File: src/usf_map.svh
`ifndef USF_MAP_SVH
`define USF_MAP_SVH

// Register index on the 3-bit register address
`define USF_ADDR_W 3
`define USF_OFS_RXDATA 3'h0
`define USF_OFS_TXDATA 3'h1
`define USF_OFS_LINE_STATUS 3'h2
`define USF_OFS_CONTROL 3'h3
`define USF_OFS_EOP_CHAR 3'h5

// Line status / control field positions
`define USF_STAT_W 13
`define USF_BIT_PE 0
`define USF_BIT_FE 1
`define USF_BIT_BRK 2
`define USF_BIT_ROE 3
`define USF_BIT_TOE 4
`define USF_BIT_TMT 5
`define USF_BIT_TRDY 6
`define USF_BIT_RRDY 7
`define USF_BIT_ERR 8
`define USF_BIT_TBRK 9
`define USF_BIT_PERMIT_CHANGE_FLAG 10
`define USF_BIT_CTS 11
`define USF_BIT_EOP 12
`define USF_BIT_RTS 11

// Reset values and masks
`define USF_CTRL_RST 13'h0000
`define USF_CTRL_WMASK 13'h1FFF
`define USF_ENA_MASK 13'h15FF
`define USF_EOP_RST 9'h000
`define USF_CHAR_RST 9'h000

`endif

File: src/usf_pkg.sv
`default_nettype none
`include "usf_map.svh"

package usf_pkg;

    typedef logic [`USF_ADDR_W-1:0] usf_addr_type;
    typedef logic [`USF_STAT_W-1:0] usf_word_type;

    typedef enum logic [2:0] {
        USF_SEL_NONE = 3'h0,
        USF_SEL_RX = 3'h1,
        USF_SEL_TX = 3'h3,
        USF_SEL_STAT = 3'h2,
        USF_SEL_CTRL = 3'h6,
        USF_SEL_EOP = 3'h7
    } usf_sel_type;

    function automatic usf_sel_type usf_decode(input usf_addr_type addr);
        usf_sel_type sel;
        sel = USF_SEL_NONE;
        case (addr)
            `USF_OFS_RXDATA: sel = USF_SEL_RX;
            `USF_OFS_TXDATA: sel = USF_SEL_TX;
            `USF_OFS_LINE_STATUS: sel = USF_SEL_STAT;
            `USF_OFS_CONTROL: sel = USF_SEL_CTRL;
            `USF_OFS_EOP_CHAR: sel = USF_SEL_EOP;
            default: sel = USF_SEL_NONE;
        endcase
        return sel;
    endfunction

    // Set beats clear so a same-cycle event is never lost
    function automatic logic usf_sticky(input logic set, input logic hold,
                                        input logic clr);
        return set | (hold & ~clr);
    endfunction

endpackage

`default_nettype wire

File: src/usf_irq_if.sv
`timescale 1ns/1ns
`default_nettype none

interface usf_irq_if;
    import usf_pkg::*;
    usf_word_type flags;
    usf_word_type enables;
    logic irq;
    modport owner (output flags, output enables, input irq);
    modport combiner (input flags, input enables, output irq);
endinterface

`default_nettype wire

File: src/usf_irq_combine.sv
`timescale 1ns/1ns
`default_nettype none
`include "usf_map.svh"

module usf_irq_combine (
    input wire logic sys_clk,
    input wire logic reset,
    usf_irq_if.combiner bus
);
    import usf_pkg::*;

    logic irq_reg;

    always_ff @(posedge sys_clk or posedge reset) begin
        if (reset) begin
            irq_reg <= 1'b0;
        end else begin
            irq_reg <= |(bus.flags & bus.enables & `USF_ENA_MASK);
        end
    end

    assign bus.irq = irq_reg;
endmodule // usf_irq_combine

`default_nettype wire

File: src/usf_pin_sync.sv
`timescale 1ns/1ns
`default_nettype none

module usf_pin_sync #(
    parameter logic IDLE_LEVEL = 1'b1
) (
    input wire logic sys_clk,
    input wire logic reset,
    input wire logic pin_in,
    output logic level,
    output logic changed
);
    logic stage1_reg;
    logic stage2_reg;
    logic stage3_reg;
    logic level_reg;
    logic changed_reg;

    // First stage feeds only the second
    always_ff @(posedge sys_clk or posedge reset) begin
        if (reset) begin
            stage1_reg <= IDLE_LEVEL;
            stage2_reg <= IDLE_LEVEL;
            stage3_reg <= IDLE_LEVEL;
        end else begin
            stage1_reg <= pin_in;
            stage2_reg <= stage1_reg;
            stage3_reg <= stage2_reg;
        end
    end

    // Accept a new level only once stages two and three agree
    always_ff @(posedge sys_clk or posedge reset) begin
        if (reset) begin
            level_reg <= IDLE_LEVEL;
            changed_reg <= 1'b0;
        end else begin
            changed_reg <= (stage2_reg == stage3_reg)
                && (stage3_reg != level_reg);
            if (stage2_reg == stage3_reg) begin
                level_reg <= stage3_reg;
            end
        end
    end

    assign level = level_reg;
    assign changed = changed_reg;
endmodule // usf_pin_sync

`default_nettype wire

File: src/usf_status_flags_upper.sv
// Strobed register access and the register addresses were decided locally.
`timescale 1ns/1ns
`default_nettype none
`include "usf_map.svh"

// Summary of operation
// - Bit 6 reads 1 while the transmit holding register is empty.
// - Bit 7 sets when a received character loads; 0 while empty.
// - A host read of the receive holding register clears bit 7 unless a character loads in the same cycle.
// - Bit 8 is the OR of the five sticky error flags.
// - Each error flag has its own enable bit; the bit 8 enable covers every error together.
// - Bit 10 sets on either edge of the synchronised clear-to-send pin.
// - The change flag holds 1 until a host write to the status word.
// - Bit 11 shows the inverted synchronised clear-to-send pin level.
// - Clear-to-send never affects transmit or receive; only flags and irq.
// - Change flag with its enable raises an interrupt request.
// - Without flow control, bits 10 and 11 read 0.
// - Bit 12 sets when the end-of-packet character is written or read.
// - The end-of-packet flag holds 1 until a status word write.
// - Without the end-of-packet option, bit 12 reads 0.
// - Bits 10, 11 and 12 are build options that may be absent.
// - Writing zero to the status word clears all sticky flags.
// - Status word reads are allowed anytime and change nothing.
// - Any flag other than bit 11 with its same-position enable set requests an interrupt.

module usf_status_flags_upper #(
    parameter int DATA_W = 16,
    parameter int CHAR_W = 8,
    parameter bit FLOW_CTRL_EN = 1'b1,
    parameter bit EOP_EN = 1'b1
) (
    input wire logic sys_clk,
    input wire logic reset,
    input wire usf_pkg::usf_addr_type reg_addr,
    input wire logic [DATA_W-1:0] reg_wdata,
    input wire logic reg_write,
    input wire logic reg_read,
    output logic [DATA_W-1:0] reg_rdata,
    input wire logic tx_take,
    input wire logic tx_shift_idle,
    output logic [CHAR_W-1:0] tx_hold_data,
    output logic tx_hold_full,
    input wire logic rx_load,
    input wire logic [CHAR_W-1:0] rx_char,
    input wire logic parity_error_evt,
    input wire logic framing_error_evt,
    input wire logic line_break_evt,
    input wire logic clear_to_send_n,
    output logic request_to_send_n,
    output logic tx_break,
    output logic irq
);
    import usf_pkg::*;

    // Character and bus widths the field layout can carry
    if (CHAR_W < 5 || CHAR_W > 9 || DATA_W < `USF_STAT_W
        || DATA_W < CHAR_W) begin : g_bad_cfg
        $error("usf: unsupported width parameters");
    end

    usf_sel_type sel;
    logic wr_tx;
    logic wr_stat;
    logic wr_ctrl;
    logic wr_eop;
    logic rd_rx;

    logic [CHAR_W-1:0] tx_data_reg;
    logic tx_full_reg;
    logic [CHAR_W-1:0] rx_data_reg;
    logic rx_ready_reg;

    logic parity_error_flag_reg;
    logic framing_error_flag_reg;
    logic line_break_flag_reg;
    logic rx_overrun_flag_reg;
    logic tx_overrun_flag_reg;
    logic permit_change_flag_reg;
    logic packet_end_seen_flag_reg;

    usf_word_type ctrl_reg;
    logic [CHAR_W-1:0] eop_char_reg;
    logic [DATA_W-1:0] rdata_reg;
    logic rts_n_reg;
    logic tx_break_reg;

    logic cts_level_n;
    logic cts_changed;
    logic error_any;
    logic eop_hit_tx;
    logic eop_hit_rx;
    usf_word_type line_status;
    usf_word_type ctrl_view;

    usf_irq_if irq_bus ();

    always_comb begin
        sel = usf_decode(reg_addr);
    end

    assign wr_tx = reg_write && (sel == USF_SEL_TX);
    assign wr_stat = reg_write && (sel == USF_SEL_STAT);
    assign wr_ctrl = reg_write && (sel == USF_SEL_CTRL);
    assign wr_eop = reg_write && (sel == USF_SEL_EOP);
    assign rd_rx = reg_read && (sel == USF_SEL_RX);

    // Pin comes from outside the clock domain
    usf_pin_sync #(
        .IDLE_LEVEL(1'b1)
    ) u_cts_sync (
        .sys_clk(sys_clk),
        .reset(reset),
        .pin_in(clear_to_send_n),
        .level(cts_level_n),
        .changed(cts_changed)
    );

    // Transmit holding register; overwritten even while full
    always_ff @(posedge sys_clk or posedge reset) begin
        if (reset) begin
            tx_data_reg <= CHAR_W'(`USF_CHAR_RST);
        end else if (wr_tx) begin
            tx_data_reg <= reg_wdata[CHAR_W-1:0];
        end
    end

    // ready tracks empty
    // A write wins over a take so the new character is never lost
    always_ff @(posedge sys_clk or posedge reset) begin
        if (reset) begin
            tx_full_reg <= 1'b0;
        end else if (wr_tx) begin
            tx_full_reg <= 1'b1;
        end else if (tx_take) begin
            tx_full_reg <= 1'b0;
        end
    end

    // Receive holding register always takes the new character
    always_ff @(posedge sys_clk or posedge reset) begin
        if (reset) begin
            rx_data_reg <= CHAR_W'(`USF_CHAR_RST);
        end else if (rx_load) begin
            rx_data_reg <= rx_char;
        end
    end

    always_ff @(posedge sys_clk or posedge reset) begin
        if (reset) begin
            rx_ready_reg <= 1'b0;
        end else begin
            rx_ready_reg <= usf_sticky(rx_load, rx_ready_reg, rd_rx);
        end
    end

    // Receiver error events
    // write clears sticky
    always_ff @(posedge sys_clk or posedge reset) begin
        if (reset) begin
            parity_error_flag_reg <= 1'b0;
            framing_error_flag_reg <= 1'b0;
            line_break_flag_reg <= 1'b0;
        end else begin
            parity_error_flag_reg <= usf_sticky(parity_error_evt,
                parity_error_flag_reg, wr_stat);
            framing_error_flag_reg <= usf_sticky(framing_error_evt,
                framing_error_flag_reg, wr_stat);
            line_break_flag_reg <= usf_sticky(line_break_evt,
                line_break_flag_reg, wr_stat);
        end
    end

    // Receive overrun: a load while the last character is unread
    always_ff @(posedge sys_clk or posedge reset) begin
        if (reset) begin
            rx_overrun_flag_reg <= 1'b0;
        end else begin
            rx_overrun_flag_reg <= usf_sticky(rx_load && rx_ready_reg,
                rx_overrun_flag_reg, wr_stat);
        end
    end

    // Transmit overrun: a write while full and not taken that cycle
    always_ff @(posedge sys_clk or posedge reset) begin
        if (reset) begin
            tx_overrun_flag_reg <= 1'b0;
        end else begin
            tx_overrun_flag_reg <= usf_sticky(
                wr_tx && tx_full_reg && !tx_take,
                tx_overrun_flag_reg, wr_stat);
        end
    end

    assign error_any = parity_error_flag_reg | framing_error_flag_reg
        | line_break_flag_reg | rx_overrun_flag_reg | tx_overrun_flag_reg;

    always_ff @(posedge sys_clk or posedge reset) begin
        if (reset) begin
            permit_change_flag_reg <= 1'b0;
        end else if (FLOW_CTRL_EN) begin
            permit_change_flag_reg <= usf_sticky(cts_changed,
                permit_change_flag_reg, wr_stat);
        end else begin
            permit_change_flag_reg <= 1'b0;
        end
    end

    // Shared by both paths; the read side sees the old content
    function automatic logic eop_match(input logic [CHAR_W-1:0] ch,
                                       input logic [CHAR_W-1:0] mark);
        return ch == mark;
    endfunction

    assign eop_hit_tx = wr_tx
        && eop_match(reg_wdata[CHAR_W-1:0], eop_char_reg);
    assign eop_hit_rx = rd_rx && eop_match(rx_data_reg, eop_char_reg);

    always_ff @(posedge sys_clk or posedge reset) begin
        if (reset) begin
            packet_end_seen_flag_reg <= 1'b0;
        end else if (EOP_EN) begin
            packet_end_seen_flag_reg <= usf_sticky(eop_hit_tx | eop_hit_rx,
                packet_end_seen_flag_reg, wr_stat);
        end else begin
            packet_end_seen_flag_reg <= 1'b0;
        end
    end

    always_ff @(posedge sys_clk or posedge reset) begin
        if (reset) begin
            eop_char_reg <= CHAR_W'(`USF_EOP_RST);
        end else if (wr_eop && EOP_EN) begin
            eop_char_reg <= reg_wdata[CHAR_W-1:0];
        end
    end

    // Control: interrupt enables, break and request-to-send
    always_ff @(posedge sys_clk or posedge reset) begin
        if (reset) begin
            ctrl_reg <= `USF_CTRL_RST;
        end else if (wr_ctrl) begin
            ctrl_reg <= reg_wdata[`USF_STAT_W-1:0] & `USF_CTRL_WMASK;
        end
    end

    // Request-to-send bit is absent without flow control
    always_comb begin
        ctrl_view = ctrl_reg;
        if (!FLOW_CTRL_EN) begin
            ctrl_view[`USF_BIT_RTS] = 1'b0;
        end
    end

    always_ff @(posedge sys_clk or posedge reset) begin
        if (reset) begin
            rts_n_reg <= 1'b1;
            tx_break_reg <= 1'b0;
        end else begin
            rts_n_reg <= ~ctrl_view[`USF_BIT_RTS];
            tx_break_reg <= ctrl_view[`USF_BIT_TBRK];
        end
    end

    always_comb begin
        line_status = '0;
        line_status[`USF_BIT_PE] = parity_error_flag_reg;
        line_status[`USF_BIT_FE] = framing_error_flag_reg;
        line_status[`USF_BIT_BRK] = line_break_flag_reg;
        line_status[`USF_BIT_ROE] = rx_overrun_flag_reg;
        line_status[`USF_BIT_TOE] = tx_overrun_flag_reg;
        line_status[`USF_BIT_TMT] = tx_shift_idle;
        line_status[`USF_BIT_TRDY] = ~tx_full_reg;
        line_status[`USF_BIT_RRDY] = rx_ready_reg;
        line_status[`USF_BIT_ERR] = error_any;
        line_status[`USF_BIT_PERMIT_CHANGE_FLAG] = permit_change_flag_reg;
        line_status[`USF_BIT_CTS] = FLOW_CTRL_EN & ~cts_level_n;
        line_status[`USF_BIT_EOP] = packet_end_seen_flag_reg;
    end

    // status reads have no side effect on flags; receive reads clear bit 7 and may set bit 12
    always_ff @(posedge sys_clk or posedge reset) begin
        if (reset) begin
            rdata_reg <= '0;
        end else if (reg_read) begin
            case (sel)
                USF_SEL_RX: rdata_reg <= DATA_W'(rx_data_reg);
                USF_SEL_STAT: rdata_reg <= DATA_W'(line_status);
                USF_SEL_CTRL: rdata_reg <= DATA_W'(ctrl_view);
                USF_SEL_EOP: rdata_reg <= EOP_EN ? DATA_W'(eop_char_reg)
                    : '0;
                default: rdata_reg <= '0;
            endcase
        end else begin
            rdata_reg <= '0;
        end
    end

    assign irq_bus.flags = line_status;
    assign irq_bus.enables = ctrl_view;

    usf_irq_combine u_irq (
        .sys_clk(sys_clk),
        .reset(reset),
        .bus(irq_bus.combiner)
    );

    assign reg_rdata = rdata_reg;
    assign tx_hold_data = tx_data_reg;
    assign tx_hold_full = tx_full_reg;
    assign request_to_send_n = rts_n_reg;
    assign tx_break = tx_break_reg;
    assign irq = irq_bus.irq;
endmodule // usf_status_flags_upper

`default_nettype wire
File: config.mk
export PLATFORM = sky130hd
export DESIGN_NAME = usf_status_flags_upper
export DESIGN_NICKNAME = d
export VERILOG_FILES = /design/src/usf_pkg.sv /design/src/usf_irq_if.sv /design/src/usf_irq_combine.sv /design/src/usf_pin_sync.sv /design/src/usf_status_flags_upper.sv
export VERILOG_INCLUDE_DIRS = /design/src
export SDC_FILE = /design/constraint.sdc
export NUM_CORES = 1
export LEC_CHECK = 0
export CORE_MARGIN = 3
export CORE_UTILIZATION = 46
export CTS_CLUSTER_DIAMETER = 150
export CTS_CLUSTER_SIZE = 28
export DETAILED_ROUTE_END_ITERATION = 12
export DONT_BUFFER_PORTS = 1
export REMOVE_ABC_BUFFERS = 1
export SYNTH_ARGS = -nofsm -noshare
export SYNTH_HDL_FRONTEND = slang
export SYNTH_SLANG_ARGS = --single-unit
File: constraint.sdc
create_clock -name sys_clk -period 2 [get_ports sys_clk]
set_input_delay 0.4 -clock sys_clk [delete_from_list [all_inputs] [get_ports sys_clk]]
set_output_delay 0.4 -clock sys_clk [all_outputs]
set_load 0.005 [all_outputs]
==> results of run 1 <==
worst min path at each step:
stage,from,end,cells past startpoint
2_1_floorplan,u_cts_sync.stage1_reg$_DFF_PP1_,u_cts_sync.stage2_reg$_DFF_PP1_,0
3_3_place_gp,u_cts_sync.stage1_reg$_DFF_PP1_,u_cts_sync.stage2_reg$_DFF_PP1_,0
3_5_place_dp,u_cts_sync.stage1_reg$_DFF_PP1_,u_cts_sync.stage2_reg$_DFF_PP1_,0
4_1_cts,clear_to_send_n,u_cts_sync.stage1_reg$_DFF_PP1_,0
5_1_grt,clear_to_send_n,u_cts_sync.stage1_reg$_DFF_PP1_,0
6_report,clear_to_send_n,u_cts_sync.stage1_reg$_DFF_PP1_,0
through the flow:
stage,hold slack (ps),cells,TNS [ps]
global route,16.9,311,0
detailed placement,349,294,0
finish,49.5,311,0
CTS,27.0,311,0
global placement,347,294,0
floorplan,345,217,-4640
cell usage after synthesis (all sizes together):
| cell | count | area (um^2) |
|---|---|---|
| nand4 | 1 | 6.26 |
| nand3 | 3 | 20.0 |
| clkbuf | 1 | 3.75 |
| a221oi | 1 | 8.76 |
| and2 | 3 | 18.8 |
| o221a | 1 | 11.3 |
| a22o | 2 | 17.5 |
| a21oi | 2 | 10.0 |
| o22ai | 2 | 12.5 |
| dfstp | 5 | 131 |
| a32o | 1 | 10.0 |
| nor2 | 11 | 57.6 |
| a2bb2oi | 1 | 8.76 |
| a21o | 6 | 45.0 |
| xor2 | 14 | 123 |
| nand2 | 13 | 58.8 |
| nor2b | 6 | 45.0 |
| o21ai | 6 | 30.0 |
| conb | 1 | 3.75 |
| mux2 | 39 | 477 |
| buf | 10 | 85.1 |
| or3 | 1 | 6.26 |
| nor3 | 1 | 5.00 |
| nor4 | 3 | 18.8 |
| dfrtp | 62 | 1550 |
| nor3b | 1 | 18.8 |
| and3 | 1 | 6.26 |
| inv | 4 | 15.0 |
| a22oi | 17 | 128 |
| a32oi | 1 | 8.76 |
| xnor2 | 3 | 26.3 |
| and3b | 2 | 25.0 |
| a222oi | 1 | 10.0 |
routing by layer:
metal | global-route usage | part of all wire
met2 | 0.248 | 0.46
met5 | 0 | 0
met1 | 0.245 | 0.48
met4 | 0.0467 | 0.0037
met3 | 0.0656 | 0.056
repair_timing:
item                                    in CTS  in global routing
hold buffers                                 1                  0
endpoints found under the setup margin       0                  0
endpoints found under the hold margin        3                  0
final cells by class:
type                    instances  area share
clock inverters                 6      0.0267
repair buffers                  3      0.0115
flip-flops and latches         67       0.513
clock buffers                  10      0.0420
multi-input cells             146       0.373
well taps                      75      0.0286
inverters                       4     0.00458
logic make-up (layout without fill, tap and decap cells):
group / after synthesis / after routing / share of synthesized area
buf+inv: 15 / 23 / 0.0346
compound gates: 41 / 41 / 0.100
other cells: 1 / 3 / 0.00125
mux: 39 / 39 / 0.159
xor+xnor: 17 / 17 / 0.0496
simple gates: 46 / 46 / 0.0954
flops: 67 / 67 / 0.560
worst max-delay path: cells and delay by family, from the launching register on:
family           cells  cell delay, ps
AO/OA/AOI/OAI        2             250
flip-flops           1             420
AND/OR/NAND/NOR      1             370
XOR/XNOR             1             160
power by group through the flow:
stage               registers, mW  clock network [mW]  logic, mW
finish                       1.71                1.26      0.421
global route                 1.74                1.35      0.470
CTS                          1.71                1.30      0.429
detailed placement           1.74                   0      0.425
global placement             1.73                   0      0.417
floorplan                    1.69                   0      0.357
placed cells by master (no fill, tap or decap), types with 2 or more instances in the layout:
cell type and count:
bufinv_16 2, clkinv_2 2, and3b_4 2, a22o_1 2, nor2_1 10, mux2_2 29
nor4_1 3, o22ai_1 2, and2_1 3, xnor2_1 3, dfrtp_1 62, o21ai_0 5
inv_1 3, mux2_4 10, xor2_1 14, clkbuf_8 10, nor2b_1 5, conb_1 3
a21oi_1 2, nand2_1 11, dfstp_2 5, a22oi_1 17, nand3_1 2, a21o_1 6
==> out/qor.yml, run 1 <==
slew_violations: 0
die-area_mm2: 0.00753
cts_made_buffers: 9
r2r-end: "packet_end_seen_flag_reg$_DFF_PP0_"
clkPwrFrac: 0.371
period_needed_ps: 1270
fin_nets: 269
hold_path.class: "in2reg"
clock_latency_ps: 350
cts_tree: "built"
grt_pass1_wl_um: 9710
clk_pin_slew_ps: 80
worst_slew_pin_slew_ps: 564
grtUsageTotal: 0.173
p_leak_nw: 1.44
drive_above_1_share: 0.305
place_area_mm2: 0.00304
critPathKind: "reg2reg"
grt_max_degree: 27
setup_slack_ps: 726
crit_start: "eop_char_reg[2]$_DFFE_PP0P_"
end_kind: "register"
internal-power_mw: 2.54
r2r_cells: 4
io_pins: 66
critical-path-max-stage-delay_ps: 420
wl_um: 5950
synth_cell_types: 42
cp-endpoint: "packet_end_seen_flag_reg$_DFF_PP0_"
multi_input_area_mm2: 0.00122
yosysWarnings: 0
switching_share: 0.249
r2r-start: "eop_char_reg[2]$_DFFE_PP0P_"
gp_congestion: 0.778
start_kind: "register"
p_sw_mw: 0.844
max_cap_viol_count: 0
final_util: 0.535
regArea_mm2: 0.00168
relSlewSlack: 0.624
cts_max_level: 3
finalClockSkew_ps: 7.21
ctsResizeCount: 0
netlist_instances: 226
dp_hpwl_um: 4300
arrival_ps: 1550
setup-violations-final: 0
rsz0062_at_grt: "no"
synth_seq_area_share: 0.560
drtIter0Drc: 121
num_vias: 1750
num_antenna_cells: 0
route.detailed.drc: 0
grt_pass1_vias: 1842
grt-ovfl-total: 0
fillCellCount: 528
p_per_area_mw_per_mm2: 1030
antenna_found_initial: 0
firstDrtPassIters: 4
cp_max_fo: 4
cp_slowest_cell: "dfrtp_1"
port_buffers: 0
ctsRootBufferMaster: "clkbuf_8"
final_area_mm2: 0.00328
syn-cell-area_mm2: 0.00300
required_ps: 2270
pre_cts_slack_ps: 527
cts_buffer_depth: 2
p_comb_frac: 0.124
core_area_mm2: 0.00613
fmax_mhz: 785
finalPower_mw: 3.39
ant_nets: 0
hold_violations: 0
cts.sinks: 67
vias_per_cell: 5.63
path_cells: "xor2_1 > nor4_1 > a32oi_1 > o21ai_1"
start_util: 0.490
row_count: 28
avgSynthCellArea_um2: 13.3
die_w_um: 86.8
power_frac_seq: 0.505
cts_setup_buffers: 0
status: "complete, no violations"
syn_to_final_growth_pct: 9.17
timing.final.crit_share: 0.637
ff2ff_setup_slack_ps: 730
ys_ff_latch: 67
peakVddDrop_uv: 648
die_h_um: 86.8
wl_per_cell_um: 19.1
Note: power is estimated with default switching activity, not from simulation.
==> run 2: changes to the inputs <==
==> constraint.sdc (replaced) <==
create_clock -name sys_clk -period 1.25 [get_ports sys_clk]
set_input_delay 0.25 -clock sys_clk [delete_from_list [all_inputs] [get_ports sys_clk]]
set_output_delay 0.25 -clock sys_clk [all_outputs]
set_load 0.005 [all_outputs]
==> out/qor.yml, run 2 (same netlist as run 1, synthesis figures left out) <==
grtUsageTotal: 0.178  # +0.00488
cts_made_buffers: 9  # unchanged
ant_nets: 0  # unchanged
finalClockSkew_ps: 7.48  # +0.267 ps
grt_pass1_vias: 1879  # +2.0%
grt_pass1_wl_um: 9970  # +2.7%
num_vias: 1798  # +2.7%
holdCritStartpoint: "reg_read"
switching_share: 0.230  # -0.0193
start_kind: "register"
die-area_mm2: 0.00753  # unchanged
p_leak_nw: 1.55  # +7.2%
finalPower_mw: 5.96  # +76%
fmax_mhz: 834  # +6.2%
grt-ovfl-total: 0  # unchanged
r2r-start: "ctrl_reg[5]$_DFFE_PP0P_"
drtIter0Drc: 84  # -31%
die_h_um: 86.8  # unchanged
setup_slack_ps: 50.9  # -675 ps
firstDrtPassIters: 4  # unchanged
end_kind: "register"
vias_per_cell: 5.52  # -2.0%
die_w_um: 86.8  # unchanged
timing.hold.ws_ps: 38.1  # -11.4 ps
power_frac_seq: 0.459  # -0.046
start_util: 0.490  # unchanged
gp_congestion: 0.782  # +0.62%
layout_commonest_cell: "dfrtp_1"
clkPwrFrac: 0.409  # +0.038
hold_path.class: "in2reg"
final_cell_mix: "dfrtp_1, mux2_2, a22oi_1"
setup-violations-final: 0  # unchanged
cp_slowest_cell: "dfrtp_1"
critPathKind: "reg2reg"
wl_per_cell_um: 18.7  # -2.5%
clock_latency_ps: 340  # about the same
pre_cts_slack_ps: 12.0  # -515 ps
cts_buffer_depth: 2  # unchanged
critPathBufInv: 0  # unchanged
internal-power_mw: 4.59  # +81%
io_pins: 66  # unchanged
port_buffers: 0  # unchanged
path_cells: "mux2_2 > a22oi_1 > o22ai_1 > and2_1"
grt_max_degree: 31  # +15%
period_needed_ps: 1200  # -74.6 ps
cts_max_level: 3  # unchanged
p_sw_mw: 1.37  # +62%
slew_violations: 0  # unchanged
num_antenna_cells: 0  # unchanged
fillCellCount: 505  # -4.4%
p_per_area_mw_per_mm2: 1700  # +65%
max_cap_viol_count: 0  # unchanged
route.detailed.drc: 0  # unchanged
critical-path-max-stage-delay_ps: 410  # about the same
hold_violations: 0  # unchanged
crit_start: "ctrl_reg[5]$_DFFE_PP0P_"
place_inst: 303  # +3.1%
peakVddDrop_uv: 1070  # +65%
wl_um: 6090  # +2.3%
cp_top_family: "flip-flops"
drive_above_1_share: 0.347  # +0.0415
status: "complete, no violations"
p_comb_frac: 0.131  # +0.007
clk_pin_slew_ps: 70  # about the same
dp_hpwl_um: 4410  # +2.5%
cts_tree: "built"
cts.sinks: 67  # unchanged
fin_nets: 284  # +5.6%
core_area_mm2: 0.00613  # unchanged
arrival_ps: 1430  # -120 ps
tns_ps: 0  # unchanged
timing.final.crit_share: 0.959  # +0.322
row_count: 28  # unchanged
syn_to_final_growth_pct: 16.7
antenna_found_initial: 0  # unchanged
required_ps: 1480  # -790 ps
final_cells: 326  # +4.8%
ctsRootBufferMaster: "clkbuf_8"
rsz0062_at_grt: "yes"
cp_max_fo: 3  # -1
==> run 2: repair_timing <==
action | CTS | global route
pin swaps | 0 | 7
setup buffers | 0 | 1
hold endpoints to repair | 15 | 0
setup endpoints to repair | 1 | 3
resized for setup | 1 | 6
gates cloned | 0 | 0
hold buffers | 6 | 0
==> run 2: power groups by stage <==
stage / clock [mW] / combinational [mW] / sequential (mW)
5_1_grt: 2.59 / 0.866 / 2.78
2_1_floorplan: 0 / 0.571 / 2.70
4_1_cts: 2.49 / 0.759 / 2.73
3_3_place_gp: 0 / 0.718 / 2.76
6_report: 2.44 / 0.781 / 2.74
3_5_place_dp: 0 / 0.731 / 2.77
==> run 2: metal layers <==
layer	global-route usage	part of all wire
met5	0	0
met4	0.0595	0.014
met3	0.0618	0.059
met2	0.253	0.45
met1	0.253	0.48
==> run 2: layout make-up <==
cell class | count | area (um^2) | area share
clock inverters | 4 | 120 | 0.0343
flip-flops and latches | 67 | 1680 | 0.480
repair buffers | 18 | 175 | 0.0500
inverters | 4 | 15.0 | 0.00428
well taps | 75 | 93.8 | 0.0268
clock buffers | 12 | 155 | 0.0443
multi-input cells | 146 | 1260 | 0.360
==> run 2: path summary, 6_finish.rpt <==
check	depth (start not counted)	to	slack (ps)
hold / removal	1	reg_rdata[5]$_DFF_PP0_	40
min in group asynchronous	2	reg_rdata[3]$_DFF_PP0_	350
setup / recovery	4	reg_rdata[5]$_DFF_PP0_	50
max in group asynchronous	3	packet_end_seen_flag_reg$_DFF_PP0_	420
hold reg to reg	0	u_cts_sync.stage2_reg$_DFF_PP1_	360
setup reg to reg	4	reg_rdata[5]$_DFF_PP0_	50
==> run 2: through the flow <==
step	cell area, um^2	utilization
global route	3500	0.572
CTS	3460	0.565
finish	3500	0.572
floorplan	2920	-
global placement	3120	0.509
detailed placement	3120	0.509
==> run 2: worst register-to-register path, delay by kind of cell, from the launching register on <==
family / cells / cell delay [ps]
AO/OA/AOI/OAI: 2 / 240
flip-flops: 1 / 410
multiplexers: 1 / 290
AND/OR/NAND/NOR: 1 / 150
==> run 3: changes to the inputs <==
--- a/config.mk
+++ b/config.mk
@@ -6,12 +6,13 @@
 export SDC_FILE = /design/constraint.sdc
 export NUM_CORES = 1
 export LEC_CHECK = 0
+export BUFFER_PORTS_ARGS = -buffer_cell sky130_fd_sc_hd__buf_2
 export CORE_MARGIN = 3
 export CORE_UTILIZATION = 46
 export CTS_CLUSTER_DIAMETER = 150
 export CTS_CLUSTER_SIZE = 28
 export DETAILED_ROUTE_END_ITERATION = 12
-export DONT_BUFFER_PORTS = 1
+export PLACE_DENSITY = 0.79
 export REMOVE_ABC_BUFFERS = 1
 export SYNTH_ARGS = -nofsm -noshare
 export SYNTH_HDL_FRONTEND = slang
==> out/qor.yml, run 3 (same netlist as run 1, synthesis figures left out) <==
grt_max_degree: 40  # +29%
hold_path.class: "in2reg"
internal-power_mw: 3.91  # -15%
multi_input_area_mm2: 0.00125  # -1.2%
drtIter0Drc: 81  # -3.6%
die_w_um: 86.8  # unchanged
ff2ff_setup_slack_ps: 30  # -30 ps
cts_max_level: 3  # unchanged
start_util: 0.490  # unchanged
p_per_area_mw_per_mm2: 1420  # -17%
cts.sinks: 67  # unchanged
period_needed_ps: 1220  # +25.4 ps
regArea_mm2: 0.00168  # about the same
row_count: 28  # unchanged
slew_violations: 0  # unchanged
peakVddDrop_uv: 862  # -20%
ctsRootBufferMaster: "clkbuf_8"
grt_pass1_vias: 2198  # +17%
die_h_um: 86.8  # unchanged
fmax_mhz: 817  # -2.1%
status: "complete, no violations"
setup-violations-final: 0  # unchanged
final_cell_mix: "dfrtp_1, buf_2, mux2_2"
num_antenna_cells: 0  # unchanged
cts_made_buffers: 9  # unchanged
io_pins: 66  # unchanged
firstDrtPassIters: 4  # unchanged
grt-ovfl-total: 0  # unchanged
timing.final.crit_share: 0.980  # +0.0203
critPathBufInv: 0  # unchanged
max_cap_viol_count: 0  # unchanged
final_cells: 401  # +23%
start_kind: "register"
critical-path-max-stage-delay_ps: 410  # about the same
drive_above_1_share: 0.509  # +0.163
end_kind: "register"
num_vias: 2108  # +17%
finalClockSkew_ps: 7.05  # -0.423 ps
grtUsageTotal: 0.191  # +0.0132
core_area_mm2: 0.00613  # unchanged
path_cells: "mux2_2 > a22oi_2 > o22ai_1 > and2_1"
p_sw_mw: 1.52  # +11%
die-area_mm2: 0.00753  # unchanged
syn_to_final_growth_pct: 27.7
cp_max_fo: 3  # unchanged
arrival_ps: 1460  # +30 ps
clk_pin_slew_ps: 80  # about the same
p_leak_nw: 1.83  # +18%
route.detailed.drc: 0  # unchanged
critPathKind: "reg2reg"
power_frac_seq: 0.500  # +0.041
cp_top_family: "flip-flops"
fillCellCount: 492  # -2.6%
cts_buffer_depth: 2  # unchanged
fin_nets: 359  # +26%
antenna_found_initial: 0  # unchanged
required_ps: 1490  # about the same
port_buffers: 59  # +59
grt_pass1_wl_um: 10700  # +7.3%
vias_per_cell: 5.26  # -4.7%
finalPower_mw: 5.43  # -8.9%
cp_slowest_cell: "dfrtp_1"
clock_latency_ps: 350  # about the same
dp_hpwl_um: 4850  # +10%
place_inst: 378  # +25%
clkPwrFrac: 0.309  # -0.100
p_comb_frac: 0.192  # +0.061
layout_commonest_cell: "dfrtp_1"
cts_tree: "built"
hold_violations: 0  # unchanged
wl_um: 6710  # +10%
ant_nets: 0  # unchanged
switching_share: 0.280  # +0.0498
wl_per_cell_um: 16.7  # -10%
gp_congestion: 0.884  # +13%
[run 3: metrics by stage]
step / hold WS, ps / cell area, um^2 / setup WS (ps) / utilization / setup TNS, ps
2_1_floorplan: 254 / 2920 / -675 / - / -43200
3_3_place_gp: 306 / 3560 / -124 / 0.581 / -3450
3_5_place_dp: 308 / 3560 / -178 / 0.581 / -4930
4_1_cts: 59.0 / 3770 / 8.85 / 0.615 / 0
5_1_grt: 82.7 / 3830 / -20.0 / 0.626 / -24.0
6_report: 72.6 / 3830 / 25.5 / 0.626 / 0
[run 3: final timing paths]
check,to,cells after the start,start
setup / recovery,reg_rdata[7]$_DFF_PP0_,4,ctrl_reg[7]$_DFFE_PP0P_
hold / removal,framing_error_flag_reg$_DFF_PP0_,2,framing_error_evt
setup reg to reg,reg_rdata[7]$_DFF_PP0_,4,ctrl_reg[7]$_DFFE_PP0P_
hold reg to reg,u_cts_sync.stage2_reg$_DFF_PP1_,0,u_cts_sync.stage1_reg$_DFF_PP1_
max in group asynchronous,u_cts_sync.stage1_reg$_DFF_PP1_,4,reset
min in group asynchronous,ctrl_reg[11]$_DFFE_PP0P_,4,reset
[run 3: final cells by class]
class / count / share of cell area
clock buffers: 11 / 0.0395
clock inverters: 5 / 0.00979
repair buffers: 93 / 0.158
flip-flops and latches: 67 / 0.439
well taps: 75 / 0.0245
multi-input cells: 146 / 0.325
inverters: 4 / 0.00392
[run 3: metal layers]
layer	routed length [um]	up-vias	GRT usage	share of wire
met5	0	-	0	0
met4	201	0	0.0963	0.030
met3	303	16	0.0428	0.045
met2	3180	64	0.295	0.47
met1	3020	1034	0.252	0.45
li1	-	994	-	-
[run 3: timing repair]
item | in CTS | in global routing
resized for setup | 0 | 5
setup endpoints to repair | 0 | 2
hold buffers | 2 | 0
buffers inserted | 0 | 5
endpoints found under the hold margin | 63 | 0
[run 3: power groups by stage]
stage / Clock [mW] / Sequential, mW / Combinational [mW]
after detailed placement: 0 / 2.75 / 0.962
final: 1.67 / 2.71 / 1.04
after CTS: 1.73 / 2.71 / 0.972
after floorplan: 0 / 2.70 / 0.571
after global routing: 1.83 / 2.75 / 1.14
after global placement: 0 / 2.73 / 0.932
